--- config.mk ---
export PLATFORM = sky130hd
export DESIGN_NAME = sasq_top
export DESIGN_NICKNAME = d
export VERILOG_FILES = /design/src/rtl/sasq_pkg.sv /design/src/rtl/sasq_conv_if.sv /design/src/rtl/sasq_sar.sv /design/src/rtl/sasq_top.sv
export SDC_FILE = /design/constraint.sdc
export NUM_CORES = 1
export LEC_CHECK = 0
export ABC_AREA = 1
export BUFFER_PORTS_ARGS = -buffer_cell sky130_fd_sc_hd__buf_2
export CORE_MARGIN = 2
export CORE_UTILIZATION = 57
export CTS_CLUSTER_DIAMETER = 40
export DETAILED_ROUTE_END_ITERATION = 10
export GPL_TIMING_DRIVEN = 0
export HOLD_SLACK_MARGIN = 0.06
export MAX_ROUTING_LAYER = met4
export PLACE_DENSITY = 0.77
export SKIP_CTS_REPAIR_TIMING = 1
export SLEW_MARGIN = 5
export SYNTH_ARGS = -nofsm -noshare
export SYNTH_HDL_FRONTEND = slang
export SYNTH_SLANG_ARGS = --single-unit
export TNS_END_PERCENT = 1
--- constraint.sdc ---
create_clock -name clk -period 3.8 [get_ports clk]
set_input_delay 0.57 -clock clk [delete_from_list [all_inputs] [get_ports clk]]
set_output_delay 0.57 -clock clk [all_outputs]
set_load 0.03 [all_outputs]
--- src/rtl/sasq_pkg.sv ---
// package: constants and state codes of the serial adc port sequencer
package sasq_pkg;

    // ==========================================================
    // result and sequence figures
    localparam int         RES_W         = 12;
    localparam logic [3:0] MSB_IDX       = 4'hb;
    localparam logic [3:0] LSB_FIRST_IDX = 4'h1;
    localparam logic [3:0] LSB_LAST_IDX  = 4'hb;
    localparam logic [3:0] LSB_IDX       = 4'h0;
    localparam logic [2:0] LEAD_ONE_CH   = 3'h2;
    localparam logic [2:0] LEAD_TWO_CH   = 3'h4;
    localparam logic [1:0] CFG_LAST      = 2'h3;
    localparam logic [1:0] CFG_SAMPLE_AT = 2'h2;
    localparam logic [2:0] FALL_NONE     = 3'h0;
    localparam logic [2:0] FALL_ONE      = 3'h1;
    localparam logic [1:0] CFG_ZERO      = 2'h0;
    localparam logic [1:0] CFG_ONE       = 2'h1;

    // ==========================================================
    // configuration word layout, first received bit highest
    localparam int         CFG_W         = 3;
    localparam int         CFG_SGL_POS   = 2;
    localparam int         CFG_ODD_POS   = 1;
    localparam int         CFG_ORDER_POS = 0;
    localparam logic [2:0] CFG_RESET     = 3'h0;

    // ==========================================================
    // sequencer states
    typedef enum logic [6:0] {
        SASQ_IDLE  = 7'h01,
        SASQ_WAIT  = 7'h02,
        SASQ_LEAD  = 7'h04,
        SASQ_NULLB = 7'h08,
        SASQ_MSB   = 7'h10,
        SASQ_LSB   = 7'h20,
        SASQ_ZERO  = 7'h40
    } sasq_state_e;

endpackage

--- src/rtl/sasq_conv_if.sv ---
// interface: sequencer to successive approximation engine
`timescale 1ns/100ps
interface sasq_conv_if;
    logic                     clear;
    logic                     step;
    logic                     comp_high;
    logic [sasq_pkg::RES_W-1:0] trial;
    logic [sasq_pkg::RES_W-1:0] result;
    logic                     done;

    modport seq (output clear, output step, output comp_high,
                 input trial, input result, input done);
    modport sar (input clear, input step, input comp_high,
                 output trial, output result, output done);
endinterface

--- src/rtl/sasq_sar.sv ---
// module: successive approximation register engine
`timescale 1ns/100ps
module sasq_sar (
    // clock and reset
    input  wire logic clk,
    input  wire logic rstn,
    // sequencer side
    sasq_conv_if.sar  cv
);
    logic [3:0]                 idx_r;
    logic [sasq_pkg::RES_W-1:0] result_r;
    logic                       done_r;
    logic [sasq_pkg::RES_W-1:0] idx_hot;
    wire                        take = cv.step & ~done_r & ~cv.clear;

    // ==========================================================
    // one bit resolved per step, msb down to lsb
    assign idx_hot   = {{(sasq_pkg::RES_W-1){1'b0}}, 1'b1} << idx_r;
    assign cv.trial  = result_r | (done_r ? '0 : idx_hot);
    assign cv.result = result_r;
    assign cv.done   = done_r;

    generate
        for (genvar b = 0; b < sasq_pkg::RES_W; b++)
        begin : g_bit
            always_ff @(posedge clk)
            begin
                if (!rstn || cv.clear)
                    result_r[b] <= 1'b0;
                else if (take && idx_r == 4'(b))
                    result_r[b] <= cv.comp_high;
            end
        end
    endgenerate

    always_ff @(posedge clk)
    begin
        if (!rstn || cv.clear)
        begin
            idx_r  <= sasq_pkg::MSB_IDX;
            done_r <= 1'b0;
        end
        else if (take)
        begin
            idx_r  <= idx_r - 4'h1;
            done_r <= (idx_r == sasq_pkg::LSB_IDX);
        end
    end

    AST_SAR_DONE: assert property (@(posedge clk) disable iff (!rstn)
        take && idx_r == sasq_pkg::LSB_IDX |=> done_r && $stable(result_r[11:1]))
        else $error("engine did not finish after twelfth step");

endmodule // sasq_sar

--- src/rtl/sasq_top.sv ---
// module: serial port and conversion sequencer of a 12-bit sampling adc
// Operation
// - chip select low enables the part; high disables and powers it down.
// - output changes on falling shift clock, input sampled on rising edge.
// - shift clock paces both the transfer and the conversion steps.
// - output-only variant starts at select fall; output enabled at second pulse.
// - one null bit precedes the first result bit.
// - result is twelve bits from successive approximation.
// - select high returns the port to idle; host raises it each exchange.
// - two-channel variant takes configuration first, then returns result.
// - leading zeros on data input ignored; first one is the start bit.
// - three configuration bits follow start; they configure and start conversion.
// - data input ignored after configuration until select cycles.
// - output-only variant sends msb first, then the same result lsb first.
// - after the transfer, zeros are driven while select stays low.
// - bias and comparator power down when conversion ends.
// - input sampled for one and a half clocks, conversion twelve clocks.
// - first config bit picks single or pair, second picks channel or sign.
// - order bit one gives msb then zeros; zero adds lsb-first copy.
// - two-channel output driven low on fourth falling edge after start.
`timescale 1ns/100ps
module sasq_top (
    // clock and reset
    input  wire logic                       clk,
    input  wire logic                       rstn,
    // variant strap
    input  wire logic                       two_channel,
    // serial pins
    input  wire logic                       select_shutdown_n,
    input  wire logic                       shift_clk,
    input  wire logic                       data_in,
    output logic                            data_out,
    output logic                            data_out_oe,
    // analog side
    input  wire logic                       comparator_high,
    output logic [sasq_pkg::RES_W-1:0]      dac_trial,
    output logic                            sample_hold,
    output logic                            converter_powered,
    output logic                            single_or_pair_select,
    output logic                            odd_or_sign_select,
    output logic                            bit_order_select
);
    sasq_conv_if cv ();

    sasq_sar u_sar (
        .clk  (clk),
        .rstn (rstn),
        .cv   (cv)
    );

    sasq_pkg::sasq_state_e state_r;
    sasq_pkg::sasq_state_e state_nxt;
    logic                  clk_q_r;
    logic [2:0]            fall_cnt_r;
    logic [2:0]            fall_cnt_nxt;
    logic [1:0]            cfg_cnt_r;
    logic [1:0]            cfg_cnt_nxt;
    logic [sasq_pkg::CFG_W-1:0] cfg_r;
    logic [sasq_pkg::CFG_W-1:0] cfg_nxt;
    logic [3:0]            bit_idx_r;
    logic [3:0]            bit_idx_nxt;
    logic                  dout_r;
    logic                  dout_nxt;
    logic                  oe_r;
    logic                  oe_nxt;
    logic                  sample_r;
    logic                  sample_nxt;
    logic                  step;

    // ==========================================================
    // edge and phase decode
    wire       rise      = shift_clk & ~clk_q_r;
    wire       fall      = ~shift_clk & clk_q_r;
    wire       deselect  = select_shutdown_n;
    wire [2:0] lead_tgt  = two_channel ? sasq_pkg::LEAD_TWO_CH
                                       : sasq_pkg::LEAD_ONE_CH;
    wire [2:0] fall_inc  = fall_cnt_r + sasq_pkg::FALL_ONE;
    wire       lead_hit  = fall && fall_inc == lead_tgt;
    wire       cfg_take  = rise && two_channel && cfg_cnt_r != sasq_pkg::CFG_LAST;
    wire [1:0] cfg_inc   = cfg_cnt_r + sasq_pkg::CFG_ONE;
    wire       samp_go1  = rise && !two_channel && fall_cnt_r == sasq_pkg::FALL_NONE;
    wire       samp_go2  = cfg_take && cfg_inc == sasq_pkg::CFG_SAMPLE_AT;
    wire       last_msb  = bit_idx_r == sasq_pkg::LSB_IDX;
    wire       want_lsb  = !two_channel || !cfg_r[sasq_pkg::CFG_ORDER_POS];
    wire       last_lsb  = bit_idx_r == sasq_pkg::LSB_LAST_IDX;
    wire [3:0] lsb_next  = bit_idx_r + 4'h1;
    wire       in_conv   = state_r == sasq_pkg::SASQ_LEAD
                        || state_r == sasq_pkg::SASQ_NULLB
                        || state_r == sasq_pkg::SASQ_MSB;

    // ==========================================================
    // engine hookup
    assign cv.clear     = state_r == sasq_pkg::SASQ_IDLE
                       || state_r == sasq_pkg::SASQ_WAIT
                       || state_r == sasq_pkg::SASQ_LEAD;
    assign cv.step      = step;
    assign cv.comp_high = comparator_high;

    // ==========================================================
    // outputs
    assign data_out          = dout_r;
    assign data_out_oe       = oe_r;
    assign dac_trial         = cv.trial;
    assign sample_hold       = sample_r;
    assign converter_powered = !deselect && in_conv && !cv.done;
    assign single_or_pair_select = cfg_r[sasq_pkg::CFG_SGL_POS];
    assign odd_or_sign_select    = cfg_r[sasq_pkg::CFG_ODD_POS];
    assign bit_order_select      = cfg_r[sasq_pkg::CFG_ORDER_POS];

    // ==========================================================
    // sequence control
    always_comb
    begin
        state_nxt    = state_r;
        fall_cnt_nxt = fall_cnt_r;
        cfg_cnt_nxt  = cfg_cnt_r;
        cfg_nxt      = cfg_r;
        bit_idx_nxt  = bit_idx_r;
        dout_nxt     = dout_r;
        oe_nxt       = oe_r;
        sample_nxt   = sample_r;
        step         = 1'b0;
        case (state_r)
            sasq_pkg::SASQ_IDLE:
            begin
                fall_cnt_nxt = sasq_pkg::FALL_NONE;
                cfg_cnt_nxt  = sasq_pkg::CFG_ZERO;
                cfg_nxt      = sasq_pkg::CFG_RESET;
                if (two_channel)
                    state_nxt = sasq_pkg::SASQ_WAIT;
                else
                    state_nxt = sasq_pkg::SASQ_LEAD;
            end
            sasq_pkg::SASQ_WAIT:
            begin
                if (rise && data_in)
                    state_nxt = sasq_pkg::SASQ_LEAD;
            end
            sasq_pkg::SASQ_LEAD:
            begin
                if (cfg_take)
                begin
                    cfg_nxt     = {cfg_r[sasq_pkg::CFG_W-2:0], data_in};
                    cfg_cnt_nxt = cfg_inc;
                end
                if (samp_go1 || samp_go2)
                    sample_nxt = 1'b1;
                if (fall)
                    fall_cnt_nxt = fall_inc;
                if (lead_hit)
                begin
                    state_nxt  = sasq_pkg::SASQ_NULLB;
                    oe_nxt     = 1'b1;
                    dout_nxt   = 1'b0;
                    sample_nxt = 1'b0;
                end
            end
            sasq_pkg::SASQ_NULLB:
            begin
                if (fall)
                begin
                    state_nxt   = sasq_pkg::SASQ_MSB;
                    step        = 1'b1;
                    bit_idx_nxt = sasq_pkg::MSB_IDX;
                    dout_nxt    = comparator_high;
                end
            end
            sasq_pkg::SASQ_MSB:
            begin
                if (fall && last_msb)
                begin
                    if (want_lsb)
                    begin
                        state_nxt   = sasq_pkg::SASQ_LSB;
                        bit_idx_nxt = sasq_pkg::LSB_FIRST_IDX;
                        dout_nxt    = cv.result[sasq_pkg::LSB_FIRST_IDX];
                    end
                    else
                    begin
                        state_nxt = sasq_pkg::SASQ_ZERO;
                        dout_nxt  = 1'b0;
                    end
                end
                else if (fall)
                begin
                    step        = 1'b1;
                    bit_idx_nxt = bit_idx_r - 4'h1;
                    dout_nxt    = comparator_high;
                end
            end
            sasq_pkg::SASQ_LSB:
            begin
                if (fall && last_lsb)
                begin
                    state_nxt = sasq_pkg::SASQ_ZERO;
                    dout_nxt  = 1'b0;
                end
                else if (fall)
                begin
                    bit_idx_nxt = lsb_next;
                    dout_nxt    = cv.result[lsb_next];
                end
            end
            sasq_pkg::SASQ_ZERO:
            begin
                dout_nxt = 1'b0;
            end
            default:
            begin
                state_nxt = sasq_pkg::SASQ_IDLE;
            end
        endcase
        if (deselect)
        begin
            state_nxt  = sasq_pkg::SASQ_IDLE;
            oe_nxt     = 1'b0;
            dout_nxt   = 1'b0;
            sample_nxt = 1'b0;
            step       = 1'b0;
        end
    end

    always_ff @(posedge clk)
    begin
        if (!rstn)
        begin
            state_r    <= sasq_pkg::SASQ_IDLE;
            clk_q_r    <= 1'b0;
            fall_cnt_r <= sasq_pkg::FALL_NONE;
            cfg_cnt_r  <= sasq_pkg::CFG_ZERO;
            cfg_r      <= sasq_pkg::CFG_RESET;
            bit_idx_r  <= sasq_pkg::MSB_IDX;
            dout_r     <= 1'b0;
            oe_r       <= 1'b0;
            sample_r   <= 1'b0;
        end
        else
        begin
            state_r    <= state_nxt;
            clk_q_r    <= shift_clk;
            fall_cnt_r <= fall_cnt_nxt;
            cfg_cnt_r  <= cfg_cnt_nxt;
            cfg_r      <= cfg_nxt;
            bit_idx_r  <= bit_idx_nxt;
            dout_r     <= dout_nxt;
            oe_r       <= oe_nxt;
            sample_r   <= sample_nxt;
        end
    end

    // ==========================================================
    // checks
    AST_DESELECT_IDLE: assert property (@(posedge clk) disable iff (!rstn)
        deselect |=> state_r == sasq_pkg::SASQ_IDLE && !oe_r && !converter_powered)
        else $error("select high did not idle the port");

    AST_OUT_ON_FALL: assert property (@(posedge clk) disable iff (!rstn)
        $changed(dout_r) |-> $past(fall) || $past(deselect))
        else $error("data output changed away from a falling edge");

    AST_ONE_CH_START: assert property (@(posedge clk) disable iff (!rstn)
        state_r == sasq_pkg::SASQ_IDLE && !deselect && !two_channel
        |=> state_r == sasq_pkg::SASQ_LEAD)
        else $error("output-only variant did not start on select fall");

    AST_NULL_BIT: assert property (@(posedge clk) disable iff (!rstn)
        state_r == sasq_pkg::SASQ_NULLB |-> oe_r && !dout_r)
        else $error("null bit not driven low");

    AST_START_BIT: assert property (@(posedge clk) disable iff (!rstn)
        state_r == sasq_pkg::SASQ_WAIT && !deselect && rise && !data_in
        |=> state_r == sasq_pkg::SASQ_WAIT)
        else $error("leading zero taken as start");

    AST_CFG_FROZEN: assert property (@(posedge clk) disable iff (!rstn)
        !deselect && state_r inside {sasq_pkg::SASQ_NULLB, sasq_pkg::SASQ_MSB,
            sasq_pkg::SASQ_LSB, sasq_pkg::SASQ_ZERO} |=> $stable(cfg_r))
        else $error("configuration changed after capture");

    AST_ZERO_TAIL: assert property (@(posedge clk) disable iff (!rstn)
        state_r == sasq_pkg::SASQ_ZERO && !deselect |=> !dout_r && oe_r)
        else $error("tail not zero");

    AST_ORDER_SKIP: assert property (@(posedge clk) disable iff (!rstn)
        state_r == sasq_pkg::SASQ_MSB && fall && last_msb && !deselect && !want_lsb
        |=> state_r == sasq_pkg::SASQ_ZERO)
        else $error("order bit one still sent lsb copy");

    AST_ENABLE_POINT: assert property (@(posedge clk) disable iff (!rstn)
        $rose(oe_r) |-> $past(fall) && $past(fall_inc) == $past(lead_tgt))
        else $error("output enabled at wrong edge");

    AST_STEP_ON_FALL: assert property (@(posedge clk) disable iff (!rstn)
        step |-> fall && !deselect)
        else $error("conversion stepped away from a falling edge");

    AST_LSB_COPY: assert property (@(posedge clk) disable iff (!rstn)
        state_r == sasq_pkg::SASQ_LSB |-> oe_r && dout_r == cv.result[bit_idx_r])
        else $error("lsb copy does not match the held result");

    AST_POWER_DOWN: assert property (@(posedge clk) disable iff (!rstn)
        state_r == sasq_pkg::SASQ_MSB && last_msb && !deselect |-> cv.done && !converter_powered)
        else $error("converter not powered down at end of conversion");

    AST_SAMPLE_SPAN: assert property (@(posedge clk) disable iff (!rstn)
        sample_r |-> state_r == sasq_pkg::SASQ_LEAD && !oe_r)
        else $error("sampling outside the lead phase");

endmodule // sasq_top

* Word level (Yosys, flattened, before mapping)
Cells that the tools add are included.
Word-level totals: flip-flop bits (word level) 40, output and inout port bits 19, word-level logic and storage cells 163
Cells by class: bitwise logic cells 11, $add $sub $neg 5, shift-type cells 1, multiplexer cells 38, equal/unequal tests 34, magnitude comparators 1, reduce and logical (&&, ||, !) cells 50
Operators by type and width (number):
- case mux 7 bit (7 select lines) | 1
- two-way mux 7 bit | 6
- two-way mux 4 bit | 6
- logical AND 1 bit | 23
- equality test 4 bit (second input constant) | 5
- equality test 4 x 3 -> 1 bit (second input constant) | 4
- inequality test 2 bit (second input constant) | 8
- two-way mux 1 bit | 12
- two-way mux 12 bit | 1
- two-way mux 3 bit | 4
- bitwise OR 12 bit | 1
- case mux 3 bit (2 select lines) | 2
- case mux 4 bit (3 select lines) | 1
- AND reduction 6 bit | 2
- left shift 1 x 4 -> 12 bit (first input constant) | 1
- equality test 4 x 2 -> 1 bit (second input constant) | 2
- zero test 4 bit | 2
- AND reduction 2 bit | 4
- subtractor 4 x 1 -> 4 bit (second input constant) | 2
- equality test 7 x 1 -> 1 bit (second input constant) | 1
- equality test 7 x 2 -> 1 bit (second input constant) | 1
- equality test 7 x 3 -> 1 bit (second input constant) | 1
- equality test 7 x 4 -> 1 bit (second input constant) | 1
- equality test 7 x 5 -> 1 bit (second input constant) | 1
- other kinds (27) | 48

* Logic depth before layout (Yosys ltp)
word-level depth 9, mapped depth 13, mapped depth without buffers 12

* By module
A second synthesis with hierarchy kept.
Second synthesis, totals: cells, all modules 406, area total of the unflattened synthesis 2641.3 sq um
By module, submodules not included:
- sasq_top | instances 1, cells each 266, area each 1674.1 sq um
- sasq_sar | instances 1, cells each 140, area each 967.2 sq um

* Worst setup path before layout
Ideal clock, no wire load.
kind register -> output, from register u_sar.idx_r[0], to output dac_trial[0] (netlist bit), stages on the path, launching flop included 6, arrival 1.542 ns, path slack 1.688 ns, required time 3.230 ns, path through dfxtp_1 inv_1 ha_1 ha_1 inv_1 o31ai_1
On the way: word-level cells in the longest chain between the ends 3
RTL lines:
- start: declaration | line sasq_sar.sv:10 | logic [3:0] idx_r;
- start signal: assignment | line sasq_sar.sv:40 | idx_r <= sasq_pkg::MSB_IDX;
- start signal: assignment | line sasq_sar.sv:45 | idx_r <= idx_r - 4'h1;
- left shift 1 x 4 -> 12 bit | line sasq_sar.sv:18 | assign idx_hot = {{(sasq_pkg::RES_W-1){1'b0}}, 1'b1} << idx_r;
- two-way mux 12 bit | line sasq_sar.sv:19 | assign cv.trial = result_r | (done_r ? '0 : idx_hot);
- bitwise OR 12 bit | line sasq_sar.sv:19
- end: declaration | line sasq_top.sv:36 | output logic [sasq_pkg::RES_W-1:0] dac_trial,
Every way passes these cells.

* Worst setup path after layout
from register u_sar.idx_r[2], to output dac_trial[5] (netlist bit)
The elaborated chain is that of the path after synthesis.

==> key figures <==
Critical path
  – Nature of the critical path endpoint: output pin
  – Worst endpoint data arrival time: 1.74 ns
  – CP Max Fanout: 5
  – CP startpoint kind: flop
  – R2R Path End: state_r[5]$_SDFFE_PP0P_
  – FF-to-FF setup slack: 1.58 ns
  – WP data required: 3.23 ns
  – Setup CP Type: flop to output pin
  – RR Startpoint: bit_idx_r[0]$_SDFFE_PN1P_
  – Path depth of the worst reg2reg path: 13

Cells and area
  – Post-layout instance area: ~2900 µm²
  – Layout fillers: 397
  – Seq. cell area: 801 µm²
  – Layout area overhead: 10.5%
  – Number of diodes: 0
  – Area of the multi-input gates: 1490 µm²
  – # nets final: 464
  – Proportion of layout cells with a drive suffix above 1: 12.4%

Timing
  – Normalized max-slew margin: a little over two thirds
  – Slew @ Worst Pin: between 0.4 and 0.5 ns
  – Max Clk Rate: 433 MHz
  – Worst Clk Skew: 0.00608 ns
  – RSZ-0062 raised after global routing: false
  – Final Max Slew Viols: 0
  – Fin crit share: 60.8%
  – Fin Setup TNS: 0 ns
  – Final setup violating endpoints: 0
  – Min Tclk post-route: 2.31 ns
  – Final Hold Fails: 0

Route
  – Total number of vias: about 2,700
  – Number of remaining DRC errors: 0
  – 1st-iter DRT viols: a little under 200
  – Final WL: 6160 µm
  – Vias/cell: 5.40
  – Initial DRT Pass Iterations: 5
  – Routed len/inst: 12.4 µm
  – Routed Antenna Nets: 0

Die
  – Die ar.: 5160 µm²
  – Row count: 24
  – Die Y: 71.8 µm
  – I/O pin count: 26
  – Starting Density: 59.8%
  – Core Region: 4380 µm²
  – Die Wd: 71.8 µm

Clock network
  – Clock sink count: 40
  – CTS H-tree lvls: 2
  – CTS root buf: clkbuf_8
  – Reg clk slew, reported paths: 0.08 ns
  – TritonCTS clock tree: yes
  – Worst-skew pair later-pin latency: between 0.2 and 0.3 ns
  – TritonCTS Buffers: 5
  – Maximum root-to-sink buffer count: 2

Min path
  – Hold path start: data_out_oe$_SDFFE_PP0P_
  – Hold path cells: 2
  – Endpoint of the worst hold path: data_out_oe$_SDFFE_PP0P_
  – Min-Delay Path Class: flop to flop

Yosys
  – Synth top cells by count: 91 x nand2_1, 67 x inv_1, 56 x nor2_1
  – Post-synth top area cell: dfxtp_1
  – Register area share after synthesis: 30.5%
  – EDFF count, synth: 0
  – Synth top area cells: dfxtp_1 31%, nand2_1 13%, inv_1 9.6%, nor2_1 8.0%, nand3_1 6.5%
  – Top-count cell post-synth: nand2_1
  – Share of the synthesized area in the top cell type: 30.5%
  – #FFs+latches synth: 40
  – Syn_area_per_cell: 6.35 µm²
  – Syn_nets: 433
  – Ys async rst share: 0%
  – Main flop type after synthesis: dfxtp_1
  – Syn Inst Count: 413
  – Synth cell types: 30
  – Synthesis Warnings: 0
  – Synthesized area: 2620 µm²

Outcome
  – Outcome: finished clean

Global routing
  – First-pass GRT wire length: approximately 11,000 µm
  – Congestion Overflow GR: 0
  – Global route hottest layer: met2
  – Met1 Use GR: 36.0%
  – Grt met2 use: between 30% and 40%
  – Largest net degree at the start of global routing: 12
  – Vias in the first global route: 2,424
  – Initial antenna violation count: 0
  – Met3 usage: 4.50%
  – GRT Overall Usage: 26.4%

Place
  – Area after DPL: 2810 µm²
  – DPL Wire Length: 4650 µm
  – RePlAce Congestion: just over 1
  – I/O Buffers: 24

Power
  – Lkg Pwr: ~1.4 nW
  – Max rail drop VDD: 0.224 mV
  – Power per standard cell area: 271 nW/µm²

Run
  – Max-Cap Viols: 0
-- final cells by class --
cell class | count | share of cell area, %
plain buffers | 8 | 1.81
well taps | 52 | 2.24
clock buffers | 8 | 3.11
multi-input cells | 289 | 51.2
inverters | 76 | 9.84
flip-flops and latches | 40 | 27.6
repair buffers | 24 | 4.14
-- metal layers --
| metal | routed length, µm | vias to the layer above |
|---|---|---|
| met1 | 3000 | 1211 |
| li1 | - | 1366 |
| met3 | 390 | 8 |
| met2 | 2720 | 98 |
| met5 | 0 | - |
| met4 | 53 | 0 |
-- cell families after synthesis --
| group | after synthesis | share of synthesized area (%) |
|---|---|---|
| compound gates | 72 | 15.5 |
| simple gates | 198 | 32.9 |
| buf+inv | 84 | 12.9 |
| xor+xnor | 6 | 2.00 |
| fa+ha+maj | 13 | 6.20 |
| flops | 40 | 30.5 |
-- critical path: stages (launching register included) --
cell and delay [ns]:
dfxtp_1 0.40, inv_1 0.09, nor2_1 0.20, inv_1 0.12, nor2_1 0.14, inv_1 0.07
o21ai_0 0.19, buf_2 0.23
-- cell usage in the layout, fill, tap and decap left out, types with 2 or more instances in the layout --
| cell type | n |
|---|---|
| nor3_1 | 2 |
| inv_1 | 67 |
| xnor2_1 | 2 |
| clkinv_1 | 3 |
| xor2_1 | 4 |
| nor2_1 | 56 |
| o21ai_0 | 22 |
| nor2_4 | 4 |
| buf_6 | 2 |
| nor2_2 | 4 |
| buf_2 | 27 |
| clkbuf_1 | 4 |
| dfxtp_1 | 40 |
| nand4_1 | 2 |
| inv_2 | 6 |
| o22ai_1 | 2 |
| clkbuf_8 | 6 |
| o211ai_1 | 3 |
| ha_1 | 13 |
| a21oi_1 | 31 |
| nand2_2 | 3 |
| nand2_1 | 91 |
| o31ai_1 | 10 |
| nand3_1 | 34 |
-- per-stage QoR --
| step | instances | power (mW) | setup slack [ns] | hold WS [ns] | util, % |
|---|---|---|---|---|---|
| final | 497 | 0.785 | 1.49 | 0.454 | 66.1 |
| after global routing | 497 | 0.815 | 1.36 | 0.485 | 66.1 |
| after CTS | 497 | 0.792 | 1.50 | 0.460 | 66.1 |
| after detailed placement | 489 | 0.498 | 1.64 | 0.449 | 64.1 |
| after global placement | 489 | 0.497 | 1.68 | 0.436 | 64.1 |
| after floorplan | 413 | 0.480 | 1.69 | 0.451 | - |
-- registers in the layout, indices dropped and copies added, names as in the netlist --
signal           cells
u_sar.cv.result     12
state_r              7
bit_idx_r            4
u_sar.idx_r          4
cfg_r                3
fall_cnt_r           3
cfg_cnt_r            2
clk_q_r              1
data_out             1
data_out_oe          1
sample_hold          1
u_sar.cv.done        1
-- power by group --
group          switching [mW]  internal, mW  total [mW]
registers             0.00258         0.422       0.424
clock network           0.148         0.148       0.296
logic                  0.0449        0.0203      0.0652
-- how the worst max path moves through the flow --
stage	from	end	slack (ns)
after floorplan	u_sar.idx_r[0]$_SDFFE_PP1P_	dac_trial[0]	1.69
after global placement	bit_idx_r[0]$_SDFFE_PN1P_	state_r[1]$_SDFFE_PP0P_	1.68
after detailed placement	bit_idx_r[0]$_SDFFE_PN1P_	state_r[5]$_SDFFE_PP0P_	1.64
after CTS	u_sar.idx_r[3]$_SDFFE_PP1P_	dac_trial[11]	1.50
after global routing	u_sar.idx_r[3]$_SDFFE_PP1P_	dac_trial[11]	1.36
final	u_sar.idx_r[2]$_SDFFE_PP0P_	dac_trial[5]	1.49
Note: power is estimated with default switching activity, not from simulation.
